### src/verilog/rpt_pkg.sv
// constants for the timebase counter and periodic tick timer
package rpt_pkg;
   // register indices; byte address is four times the index
   localparam logic [5:0] IDX_CTRL     = 6'h00;
   localparam logic [5:0] IDX_STATUS   = 6'h01;
   localparam logic [5:0] IDX_IRQ_EN   = 6'h02;
   localparam logic [5:0] IDX_IRQ_FLAG = 6'h03;
   localparam logic [5:0] IDX_DBG      = 6'h05;
   localparam logic [5:0] IDX_SRC_SEL  = 6'h07;
   localparam logic [5:0] IDX_COUNT    = 6'h08;
   localparam logic [5:0] IDX_TOP      = 6'h0a;
   localparam logic [5:0] IDX_MATCH    = 6'h0c;
   localparam logic [5:0] IDX_PCTRL    = 6'h10;
   localparam logic [5:0] IDX_PSTATUS  = 6'h11;
   localparam logic [5:0] IDX_PIRQ_EN  = 6'h12;
   localparam logic [5:0] IDX_PIRQ_FLAG = 6'h13;
   localparam logic [5:0] IDX_PDBG     = 6'h15;

   // field positions
   localparam int CTRL_EN_BIT      = 0;
   localparam int CTRL_DIV_LSB     = 3;
   localparam int CTRL_STBY_BIT    = 7;
   localparam int PCTRL_EN_BIT     = 0;
   localparam int PCTRL_PERIOD_LSB = 3;
   localparam int WRAP_BIT         = 0;
   localparam int MATCH_BIT        = 1;

   // sync groups; the first four equal their status bit positions
   localparam int SG_CTRL  = 0;
   localparam int SG_COUNT = 1;
   localparam int SG_TOP   = 2;
   localparam int SG_MATCH = 3;
   localparam int SG_PCTRL = 4;
   localparam int SG_NUM   = 5;

   // timebase ticks from a write until it takes effect
   localparam logic [1:0] SYNC_TICKS = 2'h2;

   // reset values
   localparam logic [15:0] TOP_RESET   = 16'hffff;
   localparam logic [15:0] MATCH_RESET = 16'h0000;

   // periodic event k fires every 2**(EVENT_BASE_LOG-k) ticks
   localparam int EVENT_BASE_LOG = 13;
   localparam int NUM_EVENTS     = 8;
   // period codes outside this range leave the periodic interrupt off
   localparam logic [3:0] PERIOD_MIN_CODE = 4'h1;
   localparam logic [3:0] PERIOD_MAX_CODE = 4'he;
endpackage

### src/verilog/rpt_timer.sv
// timebase counter with periodic tick timer, APB slave
`timescale 1ns/100ps
module rpt_timer (
   // clock and reset
   input  wire logic        mclk,
   input  wire logic        rst,
   // apb slave
   input  wire logic        psel,
   input  wire logic        penable,
   input  wire logic        pwrite,
   input  wire logic [7:0]  paddr,
   input  wire logic [31:0] pwdata,
   input  wire logic [3:0]  pstrb,
   output logic             pready,
   output logic [31:0]      prdata,
   output logic             pslverr,
   // timebase sources, asynchronous
   input  wire logic [3:0]  timebase_src,
   // system state, on mclk
   input  wire logic        cpu_halted,
   input  wire logic        sleep_standby,
   // interrupts and events
   output logic             counter_irq,
   output logic             periodic_irq,
   output logic             wrap_event,
   output logic             match_event,
   output logic [7:0]       periodic_event
);

   // bus-side registers
   logic              counter_enable_bit, next_counter_enable_bit;
   logic              run_in_standby, next_run_in_standby;
   logic [3:0]        divider, next_divider;
   logic [15:0]       count_load, next_count_load;
   logic [15:0]       top_value, next_top_value;
   logic [15:0]       match_value, next_match_value;
   logic              periodic_enable_bit, next_periodic_enable_bit;
   logic [3:0]        period, next_period;
   logic [1:0]        irq_enable, next_irq_enable;
   logic [1:0]        irq_flag, next_irq_flag;
   logic              periodic_irq_enable, next_periodic_irq_enable;
   logic              periodic_flag, next_periodic_flag;
   logic              run_while_halted, next_run_while_halted;
   logic              periodic_run_while_halted, next_periodic_run_while_halted;
   logic [1:0]        timebase_source_select, next_timebase_source_select;
   // timebase-side effective copies
   logic              eff_enable, next_eff_enable;
   logic              eff_standby, next_eff_standby;
   logic [3:0]        eff_divider, next_eff_divider;
   logic [15:0]       eff_top, next_eff_top;
   logic [15:0]       eff_match, next_eff_match;
   logic              eff_penable, next_eff_penable;
   logic [3:0]        eff_period, next_eff_period;
   // sync bookkeeping
   logic [rpt_pkg::SG_NUM-1:0] sync_pending, next_sync_pending;
   logic [1:0]        sync_ticks [rpt_pkg::SG_NUM];
   logic [1:0]        next_sync_ticks [rpt_pkg::SG_NUM];
   // counting
   logic [14:0]       prescaler, next_prescaler;
   logic [15:0]       count, next_count;
   logic [3:0]        tb_meta, tb_sync;
   logic              tb_last;
   // outputs
   logic [31:0]       next_prdata;
   logic              next_pslverr;
   logic              next_counter_irq, next_periodic_irq;
   logic              next_wrap_event, next_match_event;
   logic [7:0]        next_periodic_event;

   // low n bits of the prescaler all ones means a carry out of stage n-1
   function automatic logic carry_out(input logic [14:0] pre, input logic [4:0] n);
      logic [15:0] mask;
      mask = (16'h0001 << n) - 16'h0001;
      return (pre & mask[14:0]) == mask[14:0];
   endfunction

   // byte-lane merge for 16-bit registers
   function automatic logic [15:0] merge16(input logic [15:0] old,
                                           input logic [31:0] wd,
                                           input logic [3:0]  strb);
      return {strb[1] ? wd[15:8] : old[15:8], strb[0] ? wd[7:0] : old[7:0]};
   endfunction

   // every source is synchronised before the mux; a source switch may give one stray tick
   always_ff @(posedge mclk) begin
      if (rst) begin
         tb_meta <= 4'h0;
         tb_sync <= 4'h0;
         tb_last <= 1'b0;
      end else begin
         tb_meta <= timebase_src;
         tb_sync <= tb_meta;
         tb_last <= tb_sync[timebase_source_select];
      end
   end

   assign pready = 1'b1;

   always_comb begin
      logic        tick;
      logic        setup;
      logic        wr;
      logic [5:0]  idx;
      logic        counter_run;
      logic        periodic_run;
      logic        count_tick;
      logic [rpt_pkg::SG_NUM-1:0] sync_done;
      logic [rpt_pkg::SG_NUM-1:0] sync_start;
      tick  = tb_sync[timebase_source_select] & ~tb_last;
      setup = psel & ~penable;
      wr    = psel & penable & pwrite;
      idx   = paddr[7:2];
      sync_done  = '0;
      sync_start = '0;
      counter_run = eff_enable
                  & (~cpu_halted | run_while_halted)
                  & (~sleep_standby | eff_standby);
      periodic_run = eff_penable
                   & (~cpu_halted | periodic_run_while_halted);
      count_tick = tick & counter_run & carry_out(prescaler, {1'b0, eff_divider});

      next_counter_enable_bit        = counter_enable_bit;
      next_run_in_standby            = run_in_standby;
      next_divider                   = divider;
      next_count_load                = count_load;
      next_top_value                 = top_value;
      next_match_value               = match_value;
      next_periodic_enable_bit       = periodic_enable_bit;
      next_period                    = period;
      next_irq_enable                = irq_enable;
      next_periodic_irq_enable       = periodic_irq_enable;
      next_run_while_halted          = run_while_halted;
      next_periodic_run_while_halted = periodic_run_while_halted;
      next_timebase_source_select    = timebase_source_select;
      next_eff_enable                = eff_enable;
      next_eff_standby               = eff_standby;
      next_eff_divider               = eff_divider;
      next_eff_top                   = eff_top;
      next_eff_match                 = eff_match;
      next_eff_penable               = eff_penable;
      next_eff_period                = eff_period;
      next_sync_pending              = sync_pending;
      next_sync_ticks                = sync_ticks;
      next_prescaler                 = prescaler;
      next_count                     = count;
      next_wrap_event                = 1'b0;
      next_match_event               = 1'b0;
      next_periodic_event            = '0;

      // pending writes complete on the second timebase tick
      for (int g = 0; g < rpt_pkg::SG_NUM; g++) begin
         if (sync_pending[g] && tick) begin
            if (sync_ticks[g] == rpt_pkg::SYNC_TICKS - 2'h1) begin
               sync_done[g]         = 1'b1;
               next_sync_pending[g] = 1'b0;
               next_sync_ticks[g]   = 2'h0;
            end else begin
               next_sync_ticks[g] = sync_ticks[g] + 2'h1;
            end
         end
      end
      if (sync_done[rpt_pkg::SG_CTRL]) begin
         next_eff_enable  = counter_enable_bit;
         next_eff_standby = run_in_standby;
         next_eff_divider = divider;
      end
      if (sync_done[rpt_pkg::SG_TOP]) begin
         next_eff_top = top_value;
      end
      if (sync_done[rpt_pkg::SG_MATCH]) begin
         next_eff_match = match_value;
      end
      if (sync_done[rpt_pkg::SG_PCTRL]) begin
         next_eff_penable = periodic_enable_bit;
         next_eff_period  = period;
      end

      // register writes, committed at the access edge
      if (wr) begin
         case (idx)
            rpt_pkg::IDX_CTRL: if (pstrb[0]) begin
               next_counter_enable_bit = pwdata[rpt_pkg::CTRL_EN_BIT];
               next_divider            = pwdata[rpt_pkg::CTRL_DIV_LSB +: 4];
               next_run_in_standby     = pwdata[rpt_pkg::CTRL_STBY_BIT];
               sync_start[rpt_pkg::SG_CTRL] = 1'b1;
            end
            rpt_pkg::IDX_IRQ_EN: if (pstrb[0]) begin
               next_irq_enable = pwdata[1:0];
            end
            rpt_pkg::IDX_DBG: if (pstrb[0]) begin
               next_run_while_halted = pwdata[0];
            end
            rpt_pkg::IDX_SRC_SEL: if (pstrb[0]) begin
               next_timebase_source_select = pwdata[1:0];
            end
            rpt_pkg::IDX_COUNT: if (|pstrb[1:0]) begin
               next_count_load      = merge16(count_load, pwdata, pstrb);
               sync_start[rpt_pkg::SG_COUNT] = 1'b1;
            end
            rpt_pkg::IDX_TOP: if (|pstrb[1:0]) begin
               next_top_value     = merge16(top_value, pwdata, pstrb);
               sync_start[rpt_pkg::SG_TOP] = 1'b1;
            end
            rpt_pkg::IDX_MATCH: if (|pstrb[1:0]) begin
               next_match_value     = merge16(match_value, pwdata, pstrb);
               sync_start[rpt_pkg::SG_MATCH] = 1'b1;
            end
            rpt_pkg::IDX_PCTRL: if (pstrb[0]) begin
               next_periodic_enable_bit = pwdata[rpt_pkg::PCTRL_EN_BIT];
               next_period              = pwdata[rpt_pkg::PCTRL_PERIOD_LSB +: 4];
               sync_start[rpt_pkg::SG_PCTRL] = 1'b1;
            end
            rpt_pkg::IDX_PIRQ_EN: if (pstrb[0]) begin
               next_periodic_irq_enable = pwdata[0];
            end
            rpt_pkg::IDX_PDBG: if (pstrb[0]) begin
               next_periodic_run_while_halted = pwdata[0];
            end
            default: begin
            end
         endcase
      end
      // a fresh write restarts the transfer so the newest value is the one applied
      for (int g = 0; g < rpt_pkg::SG_NUM; g++) begin
         if (sync_start[g]) begin
            next_sync_pending[g] = 1'b1;
            next_sync_ticks[g]   = 2'h0;
         end
      end

      // shared free-running prescaler
      if (tick) begin
         next_prescaler = prescaler + 15'h0001;
      end

      if (count_tick) begin
         if (count == eff_top) begin
            next_count      = 16'h0000;
            next_wrap_event = 1'b1;
         end else begin
            next_count = count + 16'h0001;
         end
         if (count == eff_match) begin
            next_match_event = 1'b1;
         end
      end
      // a synced count write overrides the count of the same tick
      if (sync_done[rpt_pkg::SG_COUNT]) begin
         next_count = count_load;
      end

      if (tick && periodic_run) begin
         for (int k = 0; k < rpt_pkg::NUM_EVENTS; k++) begin
            next_periodic_event[k] = carry_out(prescaler, 5'(rpt_pkg::EVENT_BASE_LOG - k));
         end
      end

      // flags: the set wins over a same-cycle clear
      next_irq_flag = irq_flag;
      if (wr && idx == rpt_pkg::IDX_IRQ_FLAG && pstrb[0]) begin
         next_irq_flag = irq_flag & ~pwdata[1:0];
      end
      next_irq_flag[rpt_pkg::WRAP_BIT]  |= next_wrap_event;
      next_irq_flag[rpt_pkg::MATCH_BIT] |= next_match_event;

      next_periodic_flag = periodic_flag;
      if (wr && idx == rpt_pkg::IDX_PIRQ_FLAG && pstrb[0] && pwdata[0]) begin
         next_periodic_flag = 1'b0;
      end
      if (tick && periodic_run && eff_period >= rpt_pkg::PERIOD_MIN_CODE
          && eff_period <= rpt_pkg::PERIOD_MAX_CODE
          && carry_out(prescaler, {1'b0, eff_period} + 5'h01)) begin
         next_periodic_flag = 1'b1;
      end

      next_counter_irq  = |(next_irq_flag & next_irq_enable);
      next_periodic_irq = next_periodic_flag & next_periodic_irq_enable;

      // read data is captured in the setup cycle
      next_prdata  = prdata;
      next_pslverr = 1'b0;
      if (setup) begin
         next_prdata = 32'h0000_0000;
         case (idx)
            rpt_pkg::IDX_CTRL: begin
               next_prdata[rpt_pkg::CTRL_EN_BIT]       = counter_enable_bit;
               next_prdata[rpt_pkg::CTRL_DIV_LSB +: 4] = divider;
               next_prdata[rpt_pkg::CTRL_STBY_BIT]     = run_in_standby;
            end
            rpt_pkg::IDX_STATUS:    next_prdata[3:0]  = sync_pending[3:0];
            rpt_pkg::IDX_IRQ_EN:    next_prdata[1:0]  = irq_enable;
            rpt_pkg::IDX_IRQ_FLAG:  next_prdata[1:0]  = irq_flag;
            rpt_pkg::IDX_DBG:       next_prdata[0]    = run_while_halted;
            rpt_pkg::IDX_SRC_SEL:   next_prdata[1:0]  = timebase_source_select;
            rpt_pkg::IDX_COUNT:     next_prdata[15:0] = count;
            rpt_pkg::IDX_TOP:       next_prdata[15:0] = top_value;
            rpt_pkg::IDX_MATCH:     next_prdata[15:0] = match_value;
            rpt_pkg::IDX_PCTRL: begin
               next_prdata[rpt_pkg::PCTRL_EN_BIT]          = periodic_enable_bit;
               next_prdata[rpt_pkg::PCTRL_PERIOD_LSB +: 4] = period;
            end
            rpt_pkg::IDX_PSTATUS:   next_prdata[0]    = sync_pending[rpt_pkg::SG_PCTRL];
            rpt_pkg::IDX_PIRQ_EN:   next_prdata[0]    = periodic_irq_enable;
            rpt_pkg::IDX_PIRQ_FLAG: next_prdata[0]    = periodic_flag;
            rpt_pkg::IDX_PDBG:      next_prdata[0]    = periodic_run_while_halted;
            default:                next_pslverr      = 1'b1;
         endcase
      end
   end

   always_ff @(posedge mclk) begin
      if (rst) begin
         counter_enable_bit        <= 1'b0;
         run_in_standby            <= 1'b0;
         divider                   <= 4'h0;
         count_load                <= 16'h0000;
         top_value                 <= rpt_pkg::TOP_RESET;
         match_value               <= rpt_pkg::MATCH_RESET;
         periodic_enable_bit       <= 1'b0;
         period                    <= 4'h0;
         irq_enable                <= 2'h0;
         irq_flag                  <= 2'h0;
         periodic_irq_enable       <= 1'b0;
         periodic_flag             <= 1'b0;
         run_while_halted          <= 1'b0;
         periodic_run_while_halted <= 1'b0;
         timebase_source_select    <= 2'h0;
         eff_enable                <= 1'b0;
         eff_standby               <= 1'b0;
         eff_divider               <= 4'h0;
         eff_top                   <= rpt_pkg::TOP_RESET;
         eff_match                 <= rpt_pkg::MATCH_RESET;
         eff_penable               <= 1'b0;
         eff_period                <= 4'h0;
         sync_pending              <= '0;
         for (int g = 0; g < rpt_pkg::SG_NUM; g++) begin
            sync_ticks[g] <= 2'h0;
         end
         prescaler                 <= 15'h0000;
         count                     <= 16'h0000;
         prdata                    <= 32'h0000_0000;
         pslverr                   <= 1'b0;
         counter_irq               <= 1'b0;
         periodic_irq              <= 1'b0;
         wrap_event                <= 1'b0;
         match_event               <= 1'b0;
         periodic_event            <= 8'h00;
      end else begin
         counter_enable_bit        <= next_counter_enable_bit;
         run_in_standby            <= next_run_in_standby;
         divider                   <= next_divider;
         count_load                <= next_count_load;
         top_value                 <= next_top_value;
         match_value               <= next_match_value;
         periodic_enable_bit       <= next_periodic_enable_bit;
         period                    <= next_period;
         irq_enable                <= next_irq_enable;
         irq_flag                  <= next_irq_flag;
         periodic_irq_enable       <= next_periodic_irq_enable;
         periodic_flag             <= next_periodic_flag;
         run_while_halted          <= next_run_while_halted;
         periodic_run_while_halted <= next_periodic_run_while_halted;
         timebase_source_select    <= next_timebase_source_select;
         eff_enable                <= next_eff_enable;
         eff_standby               <= next_eff_standby;
         eff_divider               <= next_eff_divider;
         eff_top                   <= next_eff_top;
         eff_match                 <= next_eff_match;
         eff_penable               <= next_eff_penable;
         eff_period                <= next_eff_period;
         sync_pending              <= next_sync_pending;
         sync_ticks                <= next_sync_ticks;
         prescaler                 <= next_prescaler;
         count                     <= next_count;
         prdata                    <= next_prdata;
         pslverr                   <= next_pslverr;
         counter_irq               <= next_counter_irq;
         periodic_irq              <= next_periodic_irq;
         wrap_event                <= next_wrap_event;
         match_event               <= next_match_event;
         periodic_event            <= next_periodic_event;
      end
   end

endmodule

### config.mk
export PLATFORM = sky130hd
export DESIGN_NAME = rpt_timer
export DESIGN_NICKNAME = d
export VERILOG_FILES = /design/src/verilog/rpt_pkg.sv /design/src/verilog/rpt_timer.sv
export SDC_FILE = /design/constraint.sdc
export NUM_CORES = 1
export LEC_CHECK = 0
export ABC_AREA = 1
export BUFFER_PORTS_ARGS = -buffer_cell sky130_fd_sc_hd__clkbuf_2
export CORE_MARGIN = 2
export CORE_UTILIZATION = 25
export CTS_BUF_LIST = sky130_fd_sc_hd__clkbuf_8
export DETAILED_ROUTE_END_ITERATION = 8
export PLACE_DENSITY_LB_ADDON = 0.05
export REMOVE_ABC_BUFFERS = 1
export SLEW_MARGIN = 30
export SYNTH_ARGS = -nofsm -noshare
export SYNTH_HDL_FRONTEND = slang
export SYNTH_SLANG_ARGS = --single-unit
### constraint.sdc
create_clock -name mclk -period 4.3 [get_ports mclk]
set_input_delay 0 -clock mclk [delete_from_list [all_inputs] [get_ports mclk]]
set_output_delay 0 -clock mclk [all_outputs]
set_load 0.01 [all_outputs]
* Word-level counts from Yosys, hierarchy flattened
Index checks and enable logic that the tools add are counted.
** Cells by class
- Add/sub/neg operators :: 10
- $lt $le $gt $ge :: 3
- Equality and inequality tests :: 30
- Shift operators :: 2
- Multiplexer cells :: 64
- Bitwise operators :: 26
- Reduce and logical (&&, ||, !) cells :: 52
** Operator list (number)
- $mux 16 :: 3
- $mux 1 :: 43
- $eq 16x16->1 :: 2
- $and 15x15->15 :: 2
- $eq 15x15->1 :: 2
- $eq 6x5->1 const B :: 5
- $sub 15x1->15 const B :: 2
- $pmux 8 s3 :: 1
- $reduce_and 4->1 :: 6
- $reduce_bool 2->1 :: 11
- $eq 6x4->1 const B :: 3
- $mux 2 :: 9
- $reduce_or 2->1 :: 9
- $add 16x1->16 const B :: 1
- $add 15x1->15 const B :: 1
- $pmux 3 s5 :: 1
- $reduce_and 3->1 :: 5
- $shl 1x4->15 const A :: 1
- $shl 1x5->15 const A :: 1
- $logic_and 1x1->1 :: 14
- $pmux 1 s14 :: 1
- $reduce_or 14->1 :: 1
- $eq 13x13->1 const B :: 1
- $eq 12x12->1 const B :: 1
- 27 further kinds :: 61
** Storage, ports and cells
- Register bits after elaboration :: 196
- Bits of input ports :: 55
- Output and inout bits :: 46
- Word-level logic and storage cells :: 234

* Longest topological paths before layout
- Depth after elaboration :: 10
- Gate-level depth with buffers :: 18

* Worst setup path before layout
OpenSTA, ideal clock, no wires.
- Path kind :: reg2reg
- Start point :: reg eff_period[1]
- End point :: reg periodic_flag
- Setup time :: 0.065 ns
- Arrival :: 2.207 ns
- Slack :: 2.028 ns
- Cell stages (with the launch flop) :: 19
- Buffers on the path :: 1
- Cell sequence :: dfxtp_1 > nand2_1 > inv_1 > ha_1 > clkbuf_1 > nand4_1 > ha_1 > nor2_1 > nor2_1 > nand3_1 > nor2_1 > nand2_1 > nor2_1 > nand3_1 > nor2_1 > nand2_1 > nor2_1 > nor2_1 > nor2_1
** Between the ends
- Longest elaborated chain between the ends :: 7
** RTL lines
- start: declaration :: line rpt_timer.sv:53 : logic [3:0] eff_period, next_eff_period;
- start signal: assignment :: line rpt_timer.sv:370 : eff_period <= next_eff_period;
- $add 4x1->5 :: line rpt_timer.sv:272 : && carry_out(prescaler, {1'b0, eff_period} + 5'h01)) begin
- $shl 1x5->15 :: line rpt_timer.sv:73 : mask = (16'h0001 << n) - 16'h0001;
- $sub 15x1->15 :: line rpt_timer.sv:73
- $and 15x15->15 :: line rpt_timer.sv:74 : return (pre & mask[14:0]) == mask[14:0];
- $eq 15x15->1 :: line rpt_timer.sv:74
- $logic_and 1x1->1 (*) :: line rpt_timer.sv:272
- $mux 1 (*) :: line rpt_timer.sv:270 : if (tick && periodic_run && eff_period >= rpt_pkg::PERIOD_MIN_CODE
- end signal: assignment :: line rpt_timer.sv:360 : periodic_flag <= next_periodic_flag;
- end: declaration :: line rpt_timer.sv:42 : logic periodic_flag, next_periodic_flag;
Mark *: on every way between the ends. The rest lies on a longest branch, timed or not.
A chain may end at the register's enable or synchronous reset.

* Final worst setup path
- Start point :: reg eff_period[2]
- End point :: reg periodic_flag
Same word-level chain as after synthesis.

==> key figures <==
Run status
  – Outcome: finished clean

Global route
  – Antenna violations before repair: 0
  – First-pass GRT wire length: 50.14 mm
  – Largest net degree at the start of global routing: 61
  – Total track usage: 0.1695
  – Vias in the first global route: 8419
  – Gr ovfl total: 0

Worst setup path
  – Slowest cell delay on critical path: 0.46 ns
  – Worst path top cell family by delay: simple AND/OR/NAND/NOR gates
  – Critical Path Fanout Max: 8
  – Worst path slowest cell: dfxtp_1
  – Critical Path Start Type: register
  – CP arrival: 3.24 ns
  – CP bufs+invs: 1
  – Crit path required time: 4.72 ns
  – Crit path cell chain: inv_1 > ha_1 > nand4_1 > ha_1 > nor2_1 > nor2_1 > nand3_1 > nor2_1 > nand2_1 > nor2_1 > nand3_1 > nor2_1 > nand2_1 > nor2_1 > nor2_1 > nor2_1
  – Worst setup path category: reg -> reg
  – Critical Path End Type: register
  – Cell mode on critical path: nor2_1

Routing
  – Post-route ant nets: 0
  – DR DRC count: 0
  – Via count: 8695
  – WL/cell: 16.70 µm
  – Routed WL: 32.44 mm
  – Post-DR vias/cell: 4.475
  – DRT Pass-1 Iters: 4
  – Starting DRC count in detailed routing: 439

Synth
  – Syn Area/Cell: 7.016 µm²
  – Most common cell in the synthesized netlist: nand2_1
  – Ranking of synthesized cells by instance count: 267 x nand2_1, 196 x dfxtp_1, 168 x inv_1
  – Syn. warnings: 0
  – Number of flops mapped to enable cells by yosys: 0
  – Post-synthesis cell type count: 44
  – Mapped Area: 0.009534 mm²
  – Leading area contributor after synthesis: dfxtp_1
  – Async set or reset register ratio after synthesis: 0
  – Post-synthesis sequential area ratio: 0.4115
  – Register bit total from synthesis: 196
  – Synth Flop Type: dfxtp_1
  – Ranking of synthesized cells by area: dfxtp_1 41%, nand2_1 11%, inv_1 6.6%, nor2_1 6.5%, o21ai_0 5.5%
  – Gate Count Post-Synth: 1359
  – Share of the synthesized area in the top cell type: 0.4115

Floorplanning
  – Die Width: 199.3 µm
  – Core ar.: 0.03758 mm²
  – Starting Density: 0.2537
  – # rows: 71
  – I/O pin count: 101
  – DIE AREA: 0.03971 mm²
  – Die height: 199.3 µm

Cells and area
  – Antenna cells: 0
  – Layout Nets: 1482
  – Area growth, synth to finish: 14.97%
  – Fraction of layout cells with a size suffix above 1: 0.1047
  – Fill cells: 4257
  – Final Util: 0.2917

STA
  – Least-Margin Pin Slew: 0.8438 ns
  – Period Utilization, post-route: 0.6555
  – Fmax achieved: 0.3548 GHz
  – Setup Viol. Count Final: 0
  – TNS Setup: 0 ns
  – Fin crit period: 2.819 ns
  – Slew Limit Fails: 0
  – Final Skew: 0.01878 ns
  – Worst Slack Setup Final: 1.481 ns
  – Headroom to the max-slew limit: 0.4374
  – Final hold violations: 0
  – RSZ-0062 raised after global routing: false

CTS
  – Deepest clock path buffer count: 2
  – Post-CTS resize count: 0
  – Worst-path clk slew: 0.09 ns
  – CTS tree: yes
  – TritonCTS buffer count: 17
  – Clock latency on the worst-skew pair: 0.50 ns
  – # H-tree levels: 4
  – Root Driver: clkbuf_8
  – CTS Sinks: 196
  – Post-CTS setup buffers: 0

Power
  – Leakage power: 4.530 nW
  – PwrDens: 309.8 mW/mm²
  – Worst vdd ir: 0.1919 mV
  – Overall power: 0.003396 W

Placement
  – Routability Congestion: 0.8051
  – Hpwl dp: 23.26 mm
  – Buffers on Ports: 63
  – Post-Place Worst Slack: 1.501 ns

Min path
  – Hold WC Path Type: in -> reg

Run
  – Max_cap viols: 0
[tightest hold or removal path, stage by stage]
cell and delay (ns):
clkbuf_2 0.11, inv_1 0.04, nand2_1 0.11, nor3_1 0.09, nor2_1 0.08, a211oi_1 0.04
[per-layer routing]
layer / vias up / track usage / share of wire
met2: 109 / 0.3097 / 0.51
met3: 18 / 0.02532 / 0.025
met5: - / 0 / 0
li1: 4504 / - / -
met1: 4064 / 0.2076 / 0.45
met4: 0 / 0.04063 / 0.011
[cells in the final DEF (no fill, tap or decap), types with 19 or more instances in the layout]
master,synthesis,routed
dfxtp_1,196,196
nor2_1,164,163
nor3_1,23,23
clkbuf_2,0,63
o21ai_0,104,104
nand3_1,75,75
dlygate4sd3_1,0,24
nand4_1,20,20
xor2_1,19,19
a21oi_1,96,96
inv_1,168,169
nand2_1,267,267
o211ai_1,25,25
[sequential cells by signal, indices dropped and copies added (netlist names), 5 cells and up]
| name | cells |
|---|---|
| count_load | 16 |
| sync_ticks | 10 |
| count | 16 |
| prdata | 16 |
| prescaler | 15 |
| eff_match | 16 |
| periodic_event | 8 |
| eff_top | 16 |
| sync_pending | 5 |
| match_value | 16 |
| top_value | 16 |
[worst paths after layout]
kind / end / slack, ns / cells after the start / from
worst max-delay path: periodic_flag / 1.48 / 16 / eff_period[2]
worst min-delay path: periodic_run_while_halted / 0.04 / 6 / paddr[7]
worst max register to register: periodic_flag / 1.48 / 16 / eff_period[2]
worst min register to register: tb_sync[1] / 0.41 / 2 / tb_meta[1]
[power breakdown]
group	switching [W]	internal, W	total (W)
Clock	0.000718	0.000688	0.00141
Combinational	0.000109	0.0000512	0.000160
Sequential	0.00000561	0.00182	0.00183
[cell families after synthesis]
kind of cell | share of synthesized area
fa+ha+maj | 0.009186
other cells | 0.0007877
flops | 0.4115
simple gates | 0.2647
buf+inv | 0.1115
xor+xnor | 0.03215
compound gates | 0.1701
[through the flow]
step	cell area (µm²)	std cells	hold WS (ns)
floorplan	9206	1301	0.06244
global placement	10270	1888	0.2017
detailed placement	10270	1888	0.2072
CTS	10960	1943	0.003765
global route	10960	1943	0.05610
finish	10960	1943	0.04332
[area by class of cell]
cell class | count | area [µm²] | share of cell area
Clock inverter | 14 | 212.7 | 0.01940
Inverter | 181 | 680.7 | 0.06209
Timing Repair Buffer | 100 | 665.6 | 0.06072
Sequential cell | 196 | 3924 | 0.3579
Clock buffer | 17 | 234.0 | 0.02134
Multi-Input combinational cell | 924 | 4606 | 0.4202
Tap cell | 511 | 639.4 | 0.05833
[timing repair]
action | CTS | global route
endpoints found under the hold margin | 71 | 0
hold buffers | 24 | 0
setup endpoints to repair | 0 | 0
Power figures use the tool's default switching activity.
